`src/verilog/kp_pkg.sv`:
```
/*
 * kp_pkg: register indices, field layouts, reset values, timing counts
 * and carrier types shared by the keypad control/status block.
 * Assumes a 200 MHz aclk and an AXI4-Lite register bus with 32-bit data.
 */
package kp_pkg;

   // register indices; byte address is four times the index
   localparam logic [9:0] KP_IDX_COL_RESULT = 10'h0d1;
   localparam logic [9:0] KP_IDX_ROW_RESULT = 10'h0d2;
   localparam logic [9:0] KP_IDX_CTRL_STAT = 10'h0d4;
   localparam logic [9:0] KP_IDX_DIMS = 10'h0d5;
   localparam logic [9:0] KP_IDX_IRQ_STAT = 10'h0e0;
   localparam logic [9:0] KP_IDX_IRQ_MASK = 10'h0e1;
   localparam logic [9:0] KP_IDX_CLK_CTRL = 10'h0e2;

   // keypad control/status field positions
   localparam int KP_BIT_IRQ_EN = 0;
   localparam int KP_BIT_FLAG = 1;
   localparam int KP_BIT_AUTO = 2;
   localparam int KP_BIT_SCLK = 3;

   // keypad dimension fields
   localparam int KP_ROW_LSB = 3;
   localparam int KP_COL_LSB = 0;

   // geometry
   localparam int KP_NROW = 6;
   localparam int KP_NCOL = 5;

   // reset values
   localparam logic [7:0] KP_DIMS_RST = 8'h00;
   localparam logic [4:0] KP_COL_RST = 5'h1f;
   localparam logic KP_CLK_RUN_RST = 1'b1;

   // timing: scan clock of 1 kHz on a 5 ns aclk
   localparam int KP_CLK_PERIOD_NS = 5;
   localparam int KP_SCAN_PERIOD_US = 1000;
   localparam int KP_HALF_CYC = (KP_SCAN_PERIOD_US * 1000) / (2 * KP_CLK_PERIOD_NS);
   localparam int KP_DEB_TICKS = 4;

   // axi responses
   localparam logic [1:0] KP_RESP_OKAY = 2'h0;
   localparam logic [1:0] KP_RESP_SLVERR = 2'h2;

   typedef struct packed {
      logic auto_scan_enable;
      logic key_detect_irq_enable;
   } kp_ctrl_s;

   typedef struct packed {
      logic [2:0] row_count;
      logic [2:0] column_count;
   } kp_dims_s;

   typedef enum logic [1:0] {SC_IDLE, SC_STEP, SC_DEBOUNCE, SC_RELEASE} kp_scan_e;

endpackage : kp_pkg

```
`src/verilog/kp_tick_gen.sv`:
```
/*
 * kp_tick_gen: divides aclk down to the keypad scan clock level and a
 * one-cycle enable at each rising edge of that level.
 * Assumes run is from the aclk domain; a stopped clock freezes the level.
 */
`timescale 1ns/1ps
module kp_tick_gen #(
   parameter int unsigned HALF = 100000
) (
   input wire logic aclk, // system clock
   input wire logic aresetn, // sync reset, low
   input wire logic run, // divider runs
   output logic level, // scan clock level
   output logic tick // one-cycle pulse on rise
);
   localparam int CW = $clog2(HALF + 1);
   localparam logic [CW-1:0] LAST = CW'(HALF - 1);

   logic [CW-1:0] cnt_r, cnt_nxt;
   logic level_r, level_nxt, tick_r, tick_nxt;

   // half-period counter toggles the level
   always_comb begin
      cnt_nxt = cnt_r;
      level_nxt = level_r;
      tick_nxt = 1'b0;
      if (run) begin
         if (cnt_r == LAST) begin
            cnt_nxt = '0;
            level_nxt = ~level_r;
            tick_nxt = ~level_r;
         end else begin
            cnt_nxt = cnt_r + CW'(1);
         end
      end
   end

   always_ff @(posedge aclk) begin
      if (!aresetn) begin
         cnt_r <= '0;
         level_r <= 1'b0;
         tick_r <= 1'b0;
      end else begin
         cnt_r <= cnt_nxt;
         level_r <= level_nxt;
         tick_r <= tick_nxt;
      end
   end

   assign level = level_r;
   assign tick = tick_r;

endmodule : kp_tick_gen

```
`src/verilog/kp_row_sense.sv`:
```
/*
 * kp_row_sense: two-flop synchroniser for the row sense pins and a
 * detector for a falling row while all rows were high before.
 * Assumes rows idle high through external pull-ups.
 */
`timescale 1ns/1ps
module kp_row_sense #(
   parameter int N = 6
) (
   input wire logic aclk, // system clock
   input wire logic aresetn, // sync reset, low
   input wire logic [N-1:0] row_i, // raw row pins
   output logic [N-1:0] rows, // synchronised rows
   output logic fall // pulse: first row fell
);
   logic [N-1:0] meta_r, sync_r, prev_r;
   logic fall_r, fall_nxt;

   // only sync_r reads meta_r
   always_comb begin
      fall_nxt = (&prev_r) && !(&sync_r);
   end

   always_ff @(posedge aclk) begin
      if (!aresetn) begin
         meta_r <= '1;
         sync_r <= '1;
         prev_r <= '1;
         fall_r <= 1'b0;
      end else begin
         meta_r <= row_i;
         sync_r <= meta_r;
         prev_r <= sync_r;
         fall_r <= fall_nxt;
      end
   end

   assign rows = sync_r;
   assign fall = fall_r;

endmodule : kp_row_sense

```
`src/verilog/kp_keypad_ctrl.sv`:
```
/*
 * kp_keypad_ctrl: keypad control/status with a small column scanner,
 * AXI4-Lite register slave and one level interrupt.
 * Assumes 200 MHz aclk, rows pulled high, columns driven active low.
 */
// What this block does
// - scan clock level readable at bit 3
// - auto scan enable runs hardware scanning
// - auto scan off: firmware drives, no scanning
// - debounced hardware key sets key detect flag
// - bypass: row fall from all-high sets flag
// - reading control/status clears key detect flag
// - bypass detection works with scan clock stopped
// - irq enable bit gates the flag path of the interrupt; irq mask gates the status path
// - flag sets even with interrupt disabled
// - dimensions reset zero: rows 5:3, columns 2:0
// - scan limited to row and column counts
// - column result holds active-low detected column
`timescale 1ns/1ps
module kp_keypad_ctrl import kp_pkg::*; #(
   parameter int unsigned HALF_CYC = KP_HALF_CYC,
   parameter int DEB_TICKS = KP_DEB_TICKS
) (
   input wire logic aclk, // system clock
   input wire logic aresetn, // sync reset, low
   input wire logic [11:0] awaddr, // write address
   input wire logic awvalid, // write address valid
   output logic awready, // write address ready
   input wire logic [31:0] wdata, // write data
   input wire logic [3:0] wstrb, // byte enables
   input wire logic wvalid, // write data valid
   output logic wready, // write data ready
   output logic [1:0] bresp, // write response
   output logic bvalid, // write response valid
   input wire logic bready, // write response ready
   input wire logic [11:0] araddr, // read address
   input wire logic arvalid, // read address valid
   output logic arready, // read address ready
   output logic [31:0] rdata, // read data
   output logic [1:0] rresp, // read response
   output logic rvalid, // read data valid
   input wire logic rready, // read data ready
   input wire logic [KP_NROW-1:0] row_i, // row sense pins
   output logic [KP_NCOL-1:0] col_drive_n, // column drive, low active
   output logic irq // keypad interrupt, high
);
   localparam int DW = $clog2(DEB_TICKS + 1);

   // clamp a count field: zero or too big means all lines
   function automatic logic [2:0] kp_clamp(input logic [2:0] n, input logic [2:0] max);
      kp_clamp = (n == 3'h0 || n > max) ? max : n;
   endfunction : kp_clamp

   function automatic logic kp_hit(input logic [11:0] a, input logic [9:0] idx);
      kp_hit = (a[11:2] == idx);
   endfunction : kp_hit

   logic scan_level, scan_tick, row_fall;
   logic [KP_NROW-1:0] rows;

   kp_ctrl_s ctrl_r, ctrl_nxt;
   kp_dims_s dims_r, dims_nxt;
   logic flag_r, flag_nxt, ist_r, ist_nxt, imask_r, imask_nxt, clk_run_r, clk_run_nxt;
   logic irq_r, irq_nxt;
   logic aw_have_r, aw_have_nxt, w_have_r, w_have_nxt;
   logic [11:0] aw_addr_r, aw_addr_nxt;
   logic [7:0] w_data_r, w_data_nxt;
   logic w_lane_r, w_lane_nxt;
   logic awready_r, awready_nxt, wready_r, wready_nxt, arready_r, arready_nxt;
   logic bvalid_r, bvalid_nxt, rvalid_r, rvalid_nxt;
   logic [1:0] bresp_r, bresp_nxt, rresp_r, rresp_nxt;
   logic [31:0] rdata_r, rdata_nxt;
   logic do_wr, rd_take, rd_stat, key_evt, wr_col;

   kp_scan_e sc_state_r, sc_nxt;
   logic [2:0] col_idx_r, col_idx_nxt;
   logic [DW-1:0] deb_r, deb_nxt;
   logic [KP_NROW-1:0] hit_r, hit_nxt, row_res_r, row_res_nxt, rows_eff, row_mask;
   logic [KP_NCOL-1:0] col_res_r, col_res_nxt, drive_r, drive_nxt;
   logic scan_det;

   // divider runs from its own enable, so stopping it never touches rows
   kp_tick_gen #(.HALF(HALF_CYC)) u_tick (
      .aclk(aclk),
      .aresetn(aresetn),
      .run(clk_run_r),
      .level(scan_level),
      .tick(scan_tick)
   );

   kp_row_sense #(.N(KP_NROW)) u_rows (
      .aclk(aclk),
      .aresetn(aresetn),
      .row_i(row_i),
      .rows(rows),
      .fall(row_fall)
   );

   // scanner: step columns each tick, debounce a hit, wait for release
   always_comb begin
      logic [2:0] ncol;
      logic [2:0] nrow;
      ncol = kp_clamp(dims_r.column_count, 3'(KP_NCOL));
      nrow = kp_clamp(dims_r.row_count, 3'(KP_NROW));
      for (int i = 0; i < KP_NROW; i++) begin
         row_mask[i] = (i < int'(nrow));
      end
      rows_eff = rows | ~row_mask;
      sc_nxt = sc_state_r;
      col_idx_nxt = col_idx_r;
      deb_nxt = deb_r;
      hit_nxt = hit_r;
      row_res_nxt = row_res_r;
      col_res_nxt = col_res_r;
      scan_det = 1'b0;
      // a shrunk column count must not leave the index on a dead column
      if (col_idx_r >= ncol) begin
         col_idx_nxt = 3'h0;
      end
      if (!ctrl_r.auto_scan_enable) begin
         sc_nxt = SC_IDLE;
         col_idx_nxt = 3'h0;
      end else if (sc_state_r == SC_IDLE) begin
         sc_nxt = SC_STEP;
      end else if (scan_tick) begin
         unique case (sc_state_r)
            SC_STEP: begin
               if (!(&rows_eff)) begin
                  hit_nxt = rows_eff;
                  deb_nxt = '0;
                  sc_nxt = SC_DEBOUNCE;
               end else begin
                  col_idx_nxt = (col_idx_r + 3'h1 >= ncol) ? 3'h0 : col_idx_r + 3'h1;
               end
            end
            SC_DEBOUNCE: begin
               if (rows_eff != hit_r) begin
                  sc_nxt = SC_STEP;
               end else if (deb_r == DW'(DEB_TICKS - 1)) begin
                  scan_det = 1'b1;
                  row_res_nxt = hit_r;
                  col_res_nxt = drive_r;
                  sc_nxt = SC_RELEASE;
               end else begin
                  deb_nxt = deb_r + DW'(1);
               end
            end
            SC_RELEASE: begin
               if (&rows_eff) begin
                  sc_nxt = SC_STEP;
                  col_idx_nxt = (col_idx_r + 3'h1 >= ncol) ? 3'h0 : col_idx_r + 3'h1;
               end
            end
            SC_IDLE: sc_nxt = SC_STEP;
         endcase
      end
      if (wr_col && !ctrl_r.auto_scan_enable) begin
         col_res_nxt = w_data_r[KP_NCOL-1:0];
      end
      drive_nxt = ctrl_r.auto_scan_enable ? ~(KP_NCOL'(1) << col_idx_nxt) : col_res_nxt;
   end

   always_ff @(posedge aclk) begin
      if (!aresetn) begin
         sc_state_r <= SC_IDLE;
         col_idx_r <= 3'h0;
         deb_r <= '0;
         hit_r <= '1;
         row_res_r <= '1;
         col_res_r <= KP_COL_RST;
         drive_r <= KP_COL_RST;
      end else begin
         sc_state_r <= sc_nxt;
         col_idx_r <= col_idx_nxt;
         deb_r <= deb_nxt;
         hit_r <= hit_nxt;
         row_res_r <= row_res_nxt;
         col_res_r <= col_res_nxt;
         drive_r <= drive_nxt;
      end
   end

   // bus slave and status; a key event in the clearing cycle wins
   always_comb begin
      logic [11:0] wa;
      logic rd_ok;
      logic [7:0] rv;
      wa = aw_addr_r;
      rd_ok = 1'b1;
      rv = 8'h00;
      aw_have_nxt = aw_have_r;
      w_have_nxt = w_have_r;
      aw_addr_nxt = aw_addr_r;
      w_data_nxt = w_data_r;
      w_lane_nxt = w_lane_r;
      bvalid_nxt = bvalid_r;
      bresp_nxt = bresp_r;
      rvalid_nxt = rvalid_r;
      rresp_nxt = rresp_r;
      rdata_nxt = rdata_r;
      ctrl_nxt = ctrl_r;
      dims_nxt = dims_r;
      imask_nxt = imask_r;
      clk_run_nxt = clk_run_r;
      if (awvalid && awready_r) begin
         aw_have_nxt = 1'b1;
         aw_addr_nxt = awaddr;
      end
      if (wvalid && wready_r) begin
         w_have_nxt = 1'b1;
         w_data_nxt = wdata[7:0];
         w_lane_nxt = wstrb[0];
      end
      if (bvalid_r && bready) begin
         bvalid_nxt = 1'b0;
      end
      do_wr = aw_have_r && w_have_r && !bvalid_r;
      wr_col = do_wr && w_lane_r && kp_hit(wa, KP_IDX_COL_RESULT);
      if (do_wr) begin
         aw_have_nxt = 1'b0;
         w_have_nxt = 1'b0;
         bvalid_nxt = 1'b1;
         bresp_nxt = KP_RESP_OKAY;
         if (kp_hit(wa, KP_IDX_CTRL_STAT)) begin
            if (w_lane_r) begin
               ctrl_nxt.auto_scan_enable = w_data_r[KP_BIT_AUTO];
               ctrl_nxt.key_detect_irq_enable = w_data_r[KP_BIT_IRQ_EN];
            end
         end else if (kp_hit(wa, KP_IDX_DIMS)) begin
            if (w_lane_r) begin
               dims_nxt = w_data_r[5:0];
            end
         end else if (kp_hit(wa, KP_IDX_IRQ_MASK)) begin
            if (w_lane_r) begin
               imask_nxt = w_data_r[0];
            end
         end else if (kp_hit(wa, KP_IDX_CLK_CTRL)) begin
            if (w_lane_r) begin
               clk_run_nxt = w_data_r[0];
            end
         end else if (!kp_hit(wa, KP_IDX_COL_RESULT) && !kp_hit(wa, KP_IDX_IRQ_STAT)) begin
            bresp_nxt = KP_RESP_SLVERR;
         end
      end
      if (rvalid_r && rready) begin
         rvalid_nxt = 1'b0;
      end
      rd_take = arvalid && arready_r;
      rd_stat = rd_take && kp_hit(araddr, KP_IDX_CTRL_STAT);
      if (kp_hit(araddr, KP_IDX_CTRL_STAT)) begin
         rv = {4'h0, scan_level, ctrl_r.auto_scan_enable, flag_r, ctrl_r.key_detect_irq_enable};
      end else if (kp_hit(araddr, KP_IDX_DIMS)) begin
         rv = {2'h0, dims_r};
      end else if (kp_hit(araddr, KP_IDX_COL_RESULT)) begin
         rv = {3'h0, col_res_r};
      end else if (kp_hit(araddr, KP_IDX_ROW_RESULT)) begin
         rv = {2'h0, ctrl_r.auto_scan_enable ? row_res_r : rows};
      end else if (kp_hit(araddr, KP_IDX_IRQ_STAT)) begin
         rv = {7'h00, ist_r};
      end else if (kp_hit(araddr, KP_IDX_IRQ_MASK)) begin
         rv = {7'h00, imask_r};
      end else if (kp_hit(araddr, KP_IDX_CLK_CTRL)) begin
         rv = {7'h00, clk_run_r};
      end else begin
         rd_ok = 1'b0;
      end
      if (rd_take) begin
         rvalid_nxt = 1'b1;
         rdata_nxt = {24'h000000, rv};
         rresp_nxt = rd_ok ? KP_RESP_OKAY : KP_RESP_SLVERR;
      end
      // bypass edge uses aclk only, never the scan clock
      key_evt = ctrl_r.auto_scan_enable ? scan_det : row_fall;
      flag_nxt = key_evt || (flag_r && !rd_stat);
      ist_nxt = key_evt || (ist_r && !(do_wr && w_lane_r && kp_hit(wa, KP_IDX_IRQ_STAT)
                                      && w_data_r[0]));
      irq_nxt = (flag_nxt && ctrl_nxt.key_detect_irq_enable) || (ist_nxt && imask_nxt);
      awready_nxt = !aw_have_nxt && !bvalid_nxt;
      wready_nxt = !w_have_nxt && !bvalid_nxt;
      arready_nxt = !rvalid_nxt;
   end

   always_ff @(posedge aclk) begin
      if (!aresetn) begin
         ctrl_r <= '0;
         dims_r <= KP_DIMS_RST[5:0];
         flag_r <= 1'b0;
         ist_r <= 1'b0;
         imask_r <= 1'b0;
         clk_run_r <= KP_CLK_RUN_RST;
         irq_r <= 1'b0;
         aw_have_r <= 1'b0;
         w_have_r <= 1'b0;
         aw_addr_r <= 12'h000;
         w_data_r <= 8'h00;
         w_lane_r <= 1'b0;
         awready_r <= 1'b0;
         wready_r <= 1'b0;
         arready_r <= 1'b0;
         bvalid_r <= 1'b0;
         rvalid_r <= 1'b0;
         bresp_r <= KP_RESP_OKAY;
         rresp_r <= KP_RESP_OKAY;
         rdata_r <= 32'h00000000;
      end else begin
         ctrl_r <= ctrl_nxt;
         dims_r <= dims_nxt;
         flag_r <= flag_nxt;
         ist_r <= ist_nxt;
         imask_r <= imask_nxt;
         clk_run_r <= clk_run_nxt;
         irq_r <= irq_nxt;
         aw_have_r <= aw_have_nxt;
         w_have_r <= w_have_nxt;
         aw_addr_r <= aw_addr_nxt;
         w_data_r <= w_data_nxt;
         w_lane_r <= w_lane_nxt;
         awready_r <= awready_nxt;
         wready_r <= wready_nxt;
         arready_r <= arready_nxt;
         bvalid_r <= bvalid_nxt;
         rvalid_r <= rvalid_nxt;
         bresp_r <= bresp_nxt;
         rresp_r <= rresp_nxt;
         rdata_r <= rdata_nxt;
      end
   end

   assign awready = awready_r;
   assign wready = wready_r;
   assign bvalid = bvalid_r;
   assign bresp = bresp_r;
   assign arready = arready_r;
   assign rvalid = rvalid_r;
   assign rresp = rresp_r;
   assign rdata = rdata_r;
   assign col_drive_n = drive_r;
   assign irq = irq_r;
endmodule : kp_keypad_ctrl

```
`config.mk`:
```
export PLATFORM = sky130hd
export DESIGN_NAME = kp_keypad_ctrl
export DESIGN_NICKNAME = d
export VERILOG_FILES = /design/src/verilog/kp_pkg.sv /design/src/verilog/kp_tick_gen.sv /design/src/verilog/kp_row_sense.sv /design/src/verilog/kp_keypad_ctrl.sv
export SDC_FILE = /design/constraint.sdc
export NUM_CORES = 1
export LEC_CHECK = 0
export BUFFER_PORTS_ARGS = -buffer_cell sky130_fd_sc_hd__buf_2
export CORE_MARGIN = 5
export CORE_UTILIZATION = 40
export CTS_CLUSTER_SIZE = 16
export DETAILED_ROUTE_END_ITERATION = 8
export SYNTH_ARGS = -nofsm -noshare
export SYNTH_HDL_FRONTEND = slang
export SYNTH_SLANG_ARGS = --single-unit
```
`constraint.sdc`:
```
create_clock -name aclk -period 3.9 [get_ports aclk]
set_input_delay 1.17 -clock aclk [delete_from_list [all_inputs] [get_ports aclk]]
set_output_delay 1.17 -clock aclk [all_outputs]
set_load 0.03 [all_outputs]
```
==> results of run 1 <==
per-layer routing:
| layer | part of all wire | wire length [um] |
|---|---|---|
| met5 | 0 | 0 |
| met4 | 0.019 | 254 |
| met3 | 0.034 | 451 |
| met2 | 0.50 | 6660 |
| met1 | 0.44 | 5860 |
worst max path at each step:
stage	startpoint	end	slack (ns)	depth (start not counted)
finish	dims_r[2]	col_drive_n[1]	1.06	9
global route	dims_r[5]	deb_r[0]	0.87	6
CTS	dims_r[2]	col_drive_n[1]	1.06	9
detailed placement	araddr[11]	rdata[4]	0.88	5
global placement	araddr[11]	rdata[4]	0.97	5
floorplan	araddr[2]	rdata[0]	1.14	7
power by group:
group          internal [mW]  switching, mW  leakage (nW)
combinational         0.0610          0.133          1.34
clock                  0.889          0.535         0.271
sequential              1.19         0.0259         0.920
total                   2.14          0.694          2.53
through the flow:
stage	power [mW]	util	hold WS (ns)
after floorplan	1.40	-	0.386
after global placement	1.43	0.430	0.394
after detailed placement	1.43	0.430	0.396
after CTS	2.86	0.470	0.410
after global routing	2.94	0.470	0.420
final	2.83	0.470	0.405
state kept, by name, summed over array words and instances (netlist names), 2 cells and up:
signal	flops
aw_addr_r	10
col_drive_n	5
col_idx_r	3
col_res_r	5
ctrl_r	2
deb_r	3
dims_r	6
hit_r	6
rdata	6
row_res_r	6
sc_state_r	2
u_rows.meta_r	6
u_rows.prev_r	6
u_rows.rows	6
u_tick.cnt_r	17
w_data_r	6
critical path: stages, from the launching register on:
cell and delay (ns):
dfxtp_1 0.37, nand2b_1 0.22, a21o_1 0.21, ha_1 0.27
nand2b_1 0.16, a21o_1 0.19, maj3_1 0.39, or2_2 0.32
or3_1 0.36, a32o_1 0.25
placed cells by master (no fill, tap or decap), types with 5 or more instances in the layout:
master / Yosys / final
buf_4: 28 / 5
a211oi_1: 5 / 5
mux2i_1: 18 / 18
nand2_1: 80 / 80
a21o_1: 5 / 5
nand2b_1: 29 / 29
inv_1: 17 / 17
nand3_1: 24 / 24
clkinv_2: 0 / 5
or3_1: 7 / 7
nor3_1: 27 / 27
a211o_1: 5 / 5
and3_1: 5 / 5
xnor2_1: 7 / 7
mux2_2: 6 / 6
conb_1: 1 / 28
buf_2: 0 / 58
a21oi_1: 49 / 49
o211ai_1: 5 / 5
clkbuf_8: 0 / 5
nor2_1: 55 / 55
ha_1: 14 / 14
o21a_1: 5 / 5
nand4_1: 8 / 8
o21ai_0: 24 / 24
clkbuf_16: 0 / 17
xor2_1: 13 / 13
dfxtp_1: 113 / 113
and2_1: 6 / 6
logic make-up (layout without fill, tap and decap cells):
| logic type | count (synthesis) | in the layout |
|---|---|---|
| xor+xnor | 21 | 21 |
| fa+ha+maj | 16 | 16 |
| buf+inv | 74 | 112 |
| flops | 113 | 113 |
| mux | 26 | 26 |
| simple gates | 278 | 278 |
| compound gates | 136 | 136 |
| other cells | 1 | 28 |
cell type report:
type | instances | area, um^2 | share of cell area
clock buffer | 23 | 498 | 0.0763
clock inverter | 9 | 56.3 | 0.00863
inverter | 17 | 63.8 | 0.00978
multi-input combinational | 505 | 3090 | 0.474
sequential | 113 | 2260 | 0.347
tap | 180 | 225 | 0.0345
timing repair buffer | 63 | 328 | 0.0502
==> metrics, run 1 <==
worst r2r src=dims_r[2]; fin nets=about 800; cell with the most instances after synthesis=dfxtp_1; drt total wl=13200 um; Layout area overhead=15.2%; Hold Path Class=register to register; kind of critical path=register to register; final setup violation count=0; Synth Area in XOR/XNOR=0.0338; max_cap viols=0; Residual DRC=0; antenna diode count=0; Post-synth top flop=dfxtp_1; grt met3 use=0.0490; WHS Path Cells=1; mux cell area share after synthesis=0.0484; die area=16600 um^2; Final min period=2.84 ns; status=finished clean; GR Layer Usage met1=0.200; largest net degree at the start of global routing=37; Seq/Total Area, Yosys=0.399; reg2reg end=col_drive_n[1]; Worst-path clk slew=0.06 ns; PortBufs=58; actual slew at the worst max-slew pin=0.859 ns; Hold Fails Final Rpt=0; Num CTS Buffers=17; async set-or-reset flop fraction in the synthesized netlist=0; DR WL/cell=14.5 um; Commonest cells post-synth=113 x dfxtp_1, 80 x nand2_1, 55 x nor2_1; Synth top area share=0.399; Post-DP Area=~6000 um^2; number of enable flip-flop cells after synthesis=0; Synth area leader=dfxtp_1; #FFs+latches synth=113; share of layout cells above drive strength 1=0.163; die height=129 um; RSZ-0062 raised after global routing=no; TritonRoute pass-1 iters=4; Max VDD drop=0.323 mV; post-synthesis compound-gate area fraction=0.160; Worst-Skew Late Latency=just over 0.4 ns; Initial Util=0.408; final worst slack=1.06 ns; # hold bufs at CTS=0; PwrDens=between 400 and 500 nW/um^2; setup bufs post-CTS=0; LEAKAGE=between 2 and 3 nW; Most Used Layer, Global Route=met2; Sink Count=113; Post-Layout Cell Count=910; initial antenna violation count=0; CTS resizes=0; CP Capture Type=register; worst-path maximum fanout=6; Setup WS pre-CTS=between 0.8 and 0.9 ns; main combinational cell family by area after synthesis=simple AND/OR/NAND/NOR gates; dpl cells=878; # fillers=1398; Max clock buf depth=2; Worst setup SP type=register; Die X=around 130 um; Row Count=43; Simple-Gate Fraction of Synth Area=0.250; largest cells by area after synthesis=dfxtp_1 40%, nand2_1 5.3%, a21oi_1 4.3%; GRT Total Usage=0.167; max-slew violation count=0; Gate Count Post-Synth=665; Final TNS setup=0 ns; Endpoint, Worst Hold=u_rows.rows[3]; Finished Cell Area=6520 um^2; Routed Antenna Nets=0; Netlist cell types=75; Clock Skew=0.0105 ns; CP Data Required Time=4.21 ns; I/O Pins=120; H-tree Lvls=4; fmax=approximately 350 MHz; register-to-register setup slack=1.06 ns; final period utilization=0.728; syn avg cell area=8.52 um^2; first-pass GRT wire length=22400 um; Worst Reg-to-Reg Cells=9; post-synthesis cell area=5660 um^2; number of global-route vias before repair=4690; Yosys Warn Count=0; critical hold path startpoint=u_rows.meta_r[3]; DP HPWL=9810 um; core area=13900 um^2; Critical Path AT=3.14 ns; Placer Congestion=0.834; CTS root buffer=clkbuf_16; Overflow after GRT=0; routed vias=4716; Max-slew headroom=0.427; vias per inst=5.18; CTS tree=yes; DRT iter0 DRCs=280; adder-cell share of the synthesized area=0.0345; GR Util met2=0.287
(Power assumes the default switching activity.)
==> run 2: changes to the inputs <==
==> constraint.sdc (replaced) <==
create_clock -name aclk -period 2.43 [get_ports aclk]
set_input_delay 0.729 -clock aclk [delete_from_list [all_inputs] [get_ports aclk]]
set_output_delay 0.729 -clock aclk [all_outputs]
set_load 0.03 [all_outputs]
==> metrics, run 2 (synthesized netlist as in run 1, its figures left out) <==
status=finished, violations left; failing checks=negative setup slack; dpl cells=912 (+3.9%); biggest regs=u_tick.cnt_r: 17 flops, aw_addr_r: 10 flops; Worst-Skew Late Latency=0.41 ns (about the same); Max-slew headroom=0.618 (+0.192); most common cell after layout, fill and taps aside=dfxtp_1; Top reg by flops=u_tick.cnt_r; PwrDens=649 nW/um^2 (+49%); DP HPWL=10400 um (+6.0%); crit-path cells=buf_6, or4_1, o211a_1, o2111ai_4, nor4_4, buf_4, clkbuf_16, or3_1, a32o_1; die area=16600 um^2 (unchanged); CTS root buffer=clkbuf_16; Util after Layout=0.504 (+0.0336); Max VDD drop=0.517 mV (+60%); DR WL/cell=15.0 um (+3.2%); Initial Util=0.408 (unchanged); initial antenna violation count=0 (unchanged); Buf+Inv Stages, Crit Path=3 (+3); share of layout cells above drive strength 1=0.226 (+0.0630); Residual DRC=0 (unchanged); Worst setup SP type=register; Final min period=2.50 ns (-0.341 ns); kind of critical path=register to register; CP Data Required Time=2.73 ns (-1.48 ns); Num CTS Buffers=17 (unchanged); Critical Path AT=2.79 ns (-0.35 ns); Max clock buf depth=2 (unchanged); actual slew at the worst max-slew pin=0.565 ns (-0.294 ns); I/O Pins=120 (unchanged); first-pass GRT wire length=23000 um (+2.5%); crit path max-delay cell type=or4_1; max-slew violation count=0 (unchanged); Setup WS pre-CTS=-0.0511 ns (-0.929 ns); Pwr Total=4.53 mW (+60%); CP Capture Type=register; commonest cells after routing, fill and taps aside=108 x dfxtp_1, 80 x nand2_1, 58 x buf_2; drt total wl=14200 um (+7.7%); number of global-route vias before repair=4822 (+2.8%); Routed Antenna Nets=0 (unchanged); max reg flops=17 (unchanged); Layout area overhead=23.4%; Worst-path clk slew=0.05 ns (about the same); Post-Layout Cell Count=950 (+4.4%); CP peak stage delay=0.51 ns (+0.12 ns); Hold Fails Final Rpt=0 (unchanged); H-tree Lvls=4 (unchanged); Die X=129 um (unchanged); antenna diode count=0 (unchanged); CP delay by family, top=simple AND/OR/NAND/NOR gates; max_cap viols=0 (unchanged); Hold Path Class=register to register; Overflow after GRT=0 (unchanged); vias per inst=5.25 (+1.2%); RSZ-0062 raised after global routing=yes; GRT Total Usage=0.173 (+0.00523); final setup violation count=1 (+1); PortBufs=58 (unchanged); DRT iter0 DRCs=372 (+33%); register-to-register setup slack=-0.07 ns (-1.13 ns); Clock Skew=0.00948 ns (-0.000983 ns); fin nets=845 (+5.1%); final worst slack=-0.0664 ns (-1.13 ns); fmax=401 MHz (+14%); largest net degree at the start of global routing=46 (+24%); die height=129 um (unchanged); LEAKAGE=2.77 nW (+9.7%); # hold bufs at CTS=0 (unchanged); Row Count=43 (unchanged); worst hold slack=0.404 ns (-0.00140 ns); Sink Count=113 (unchanged); CTS tree=yes; Placer Congestion=0.854 (+2.5%); TritonRoute pass-1 iters=5 (+1); routed vias=4984 (+5.7%); worst-path maximum fanout=7 (+1); core area=13900 um^2 (unchanged); final period utilization=1.03 (+0.300)
-- run 2: cell count changes in the layout (fill, tap and decap cells not counted), sizes merged --
cell and delta:
clkinvlp -2, buf +40, clkbuf +4, clkinv -2
-- run 2: path summary, 6_finish.rpt --
path,start,to,depth (start not counted)
setup / recovery,dims_r[5],col_drive_n[1],9
hold / removal,u_rows.meta_r[5],u_rows.rows[5],1
setup reg to reg,dims_r[5],col_drive_n[1],9
hold reg to reg,u_rows.meta_r[5],u_rows.rows[5],1
-- run 2: through the flow --
| stage | TNS [ns] | instance area (um^2) |
|---|---|---|
| CTS | -0.0600 | 6830 |
| global route | -0.893 | 6990 |
| finish | -0.0664 | 6990 |
| detailed placement | -0.238 | 6280 |
| floorplan | 0 | 5790 |
| global placement | -0.0830 | 6280 |
-- run 2: per-layer routing --
layer  vias up  routed length, um  track usage
li1       2475                  -            -
met1      2361               6340        0.215
met2       123               6930        0.287
met3        25                695       0.0432
met4         0                284       0.0686
met5         -                  0            0
-- run 2: where the power goes --
| part | internal, mW | switching, mW |
|---|---|---|
| Sequential | 1.90 | 0.0401 |
| Combinational | 0.115 | 0.225 |
| Clock | 1.42 | 0.827 |
-- run 2: area by class of cell --
class / count / area, um^2
clock inverter: 5 / 27.5
timing repair buffer: 104 / 713
clock buffer: 26 / 509
inverter: 17 / 63.8
fill: 1286 / 6890
multi-input combinational: 505 / 3180
sequential: 113 / 2270
tap: 180 / 225
-- run 2: timing repair --
action / 4_1_cts / 5_1_grt
setup buffers: 0 / 6
gates resized for setup: 2 / 21
setup endpoints to repair: 8 / 21
pin swaps: 0 / 6
cloned: 0 / 1
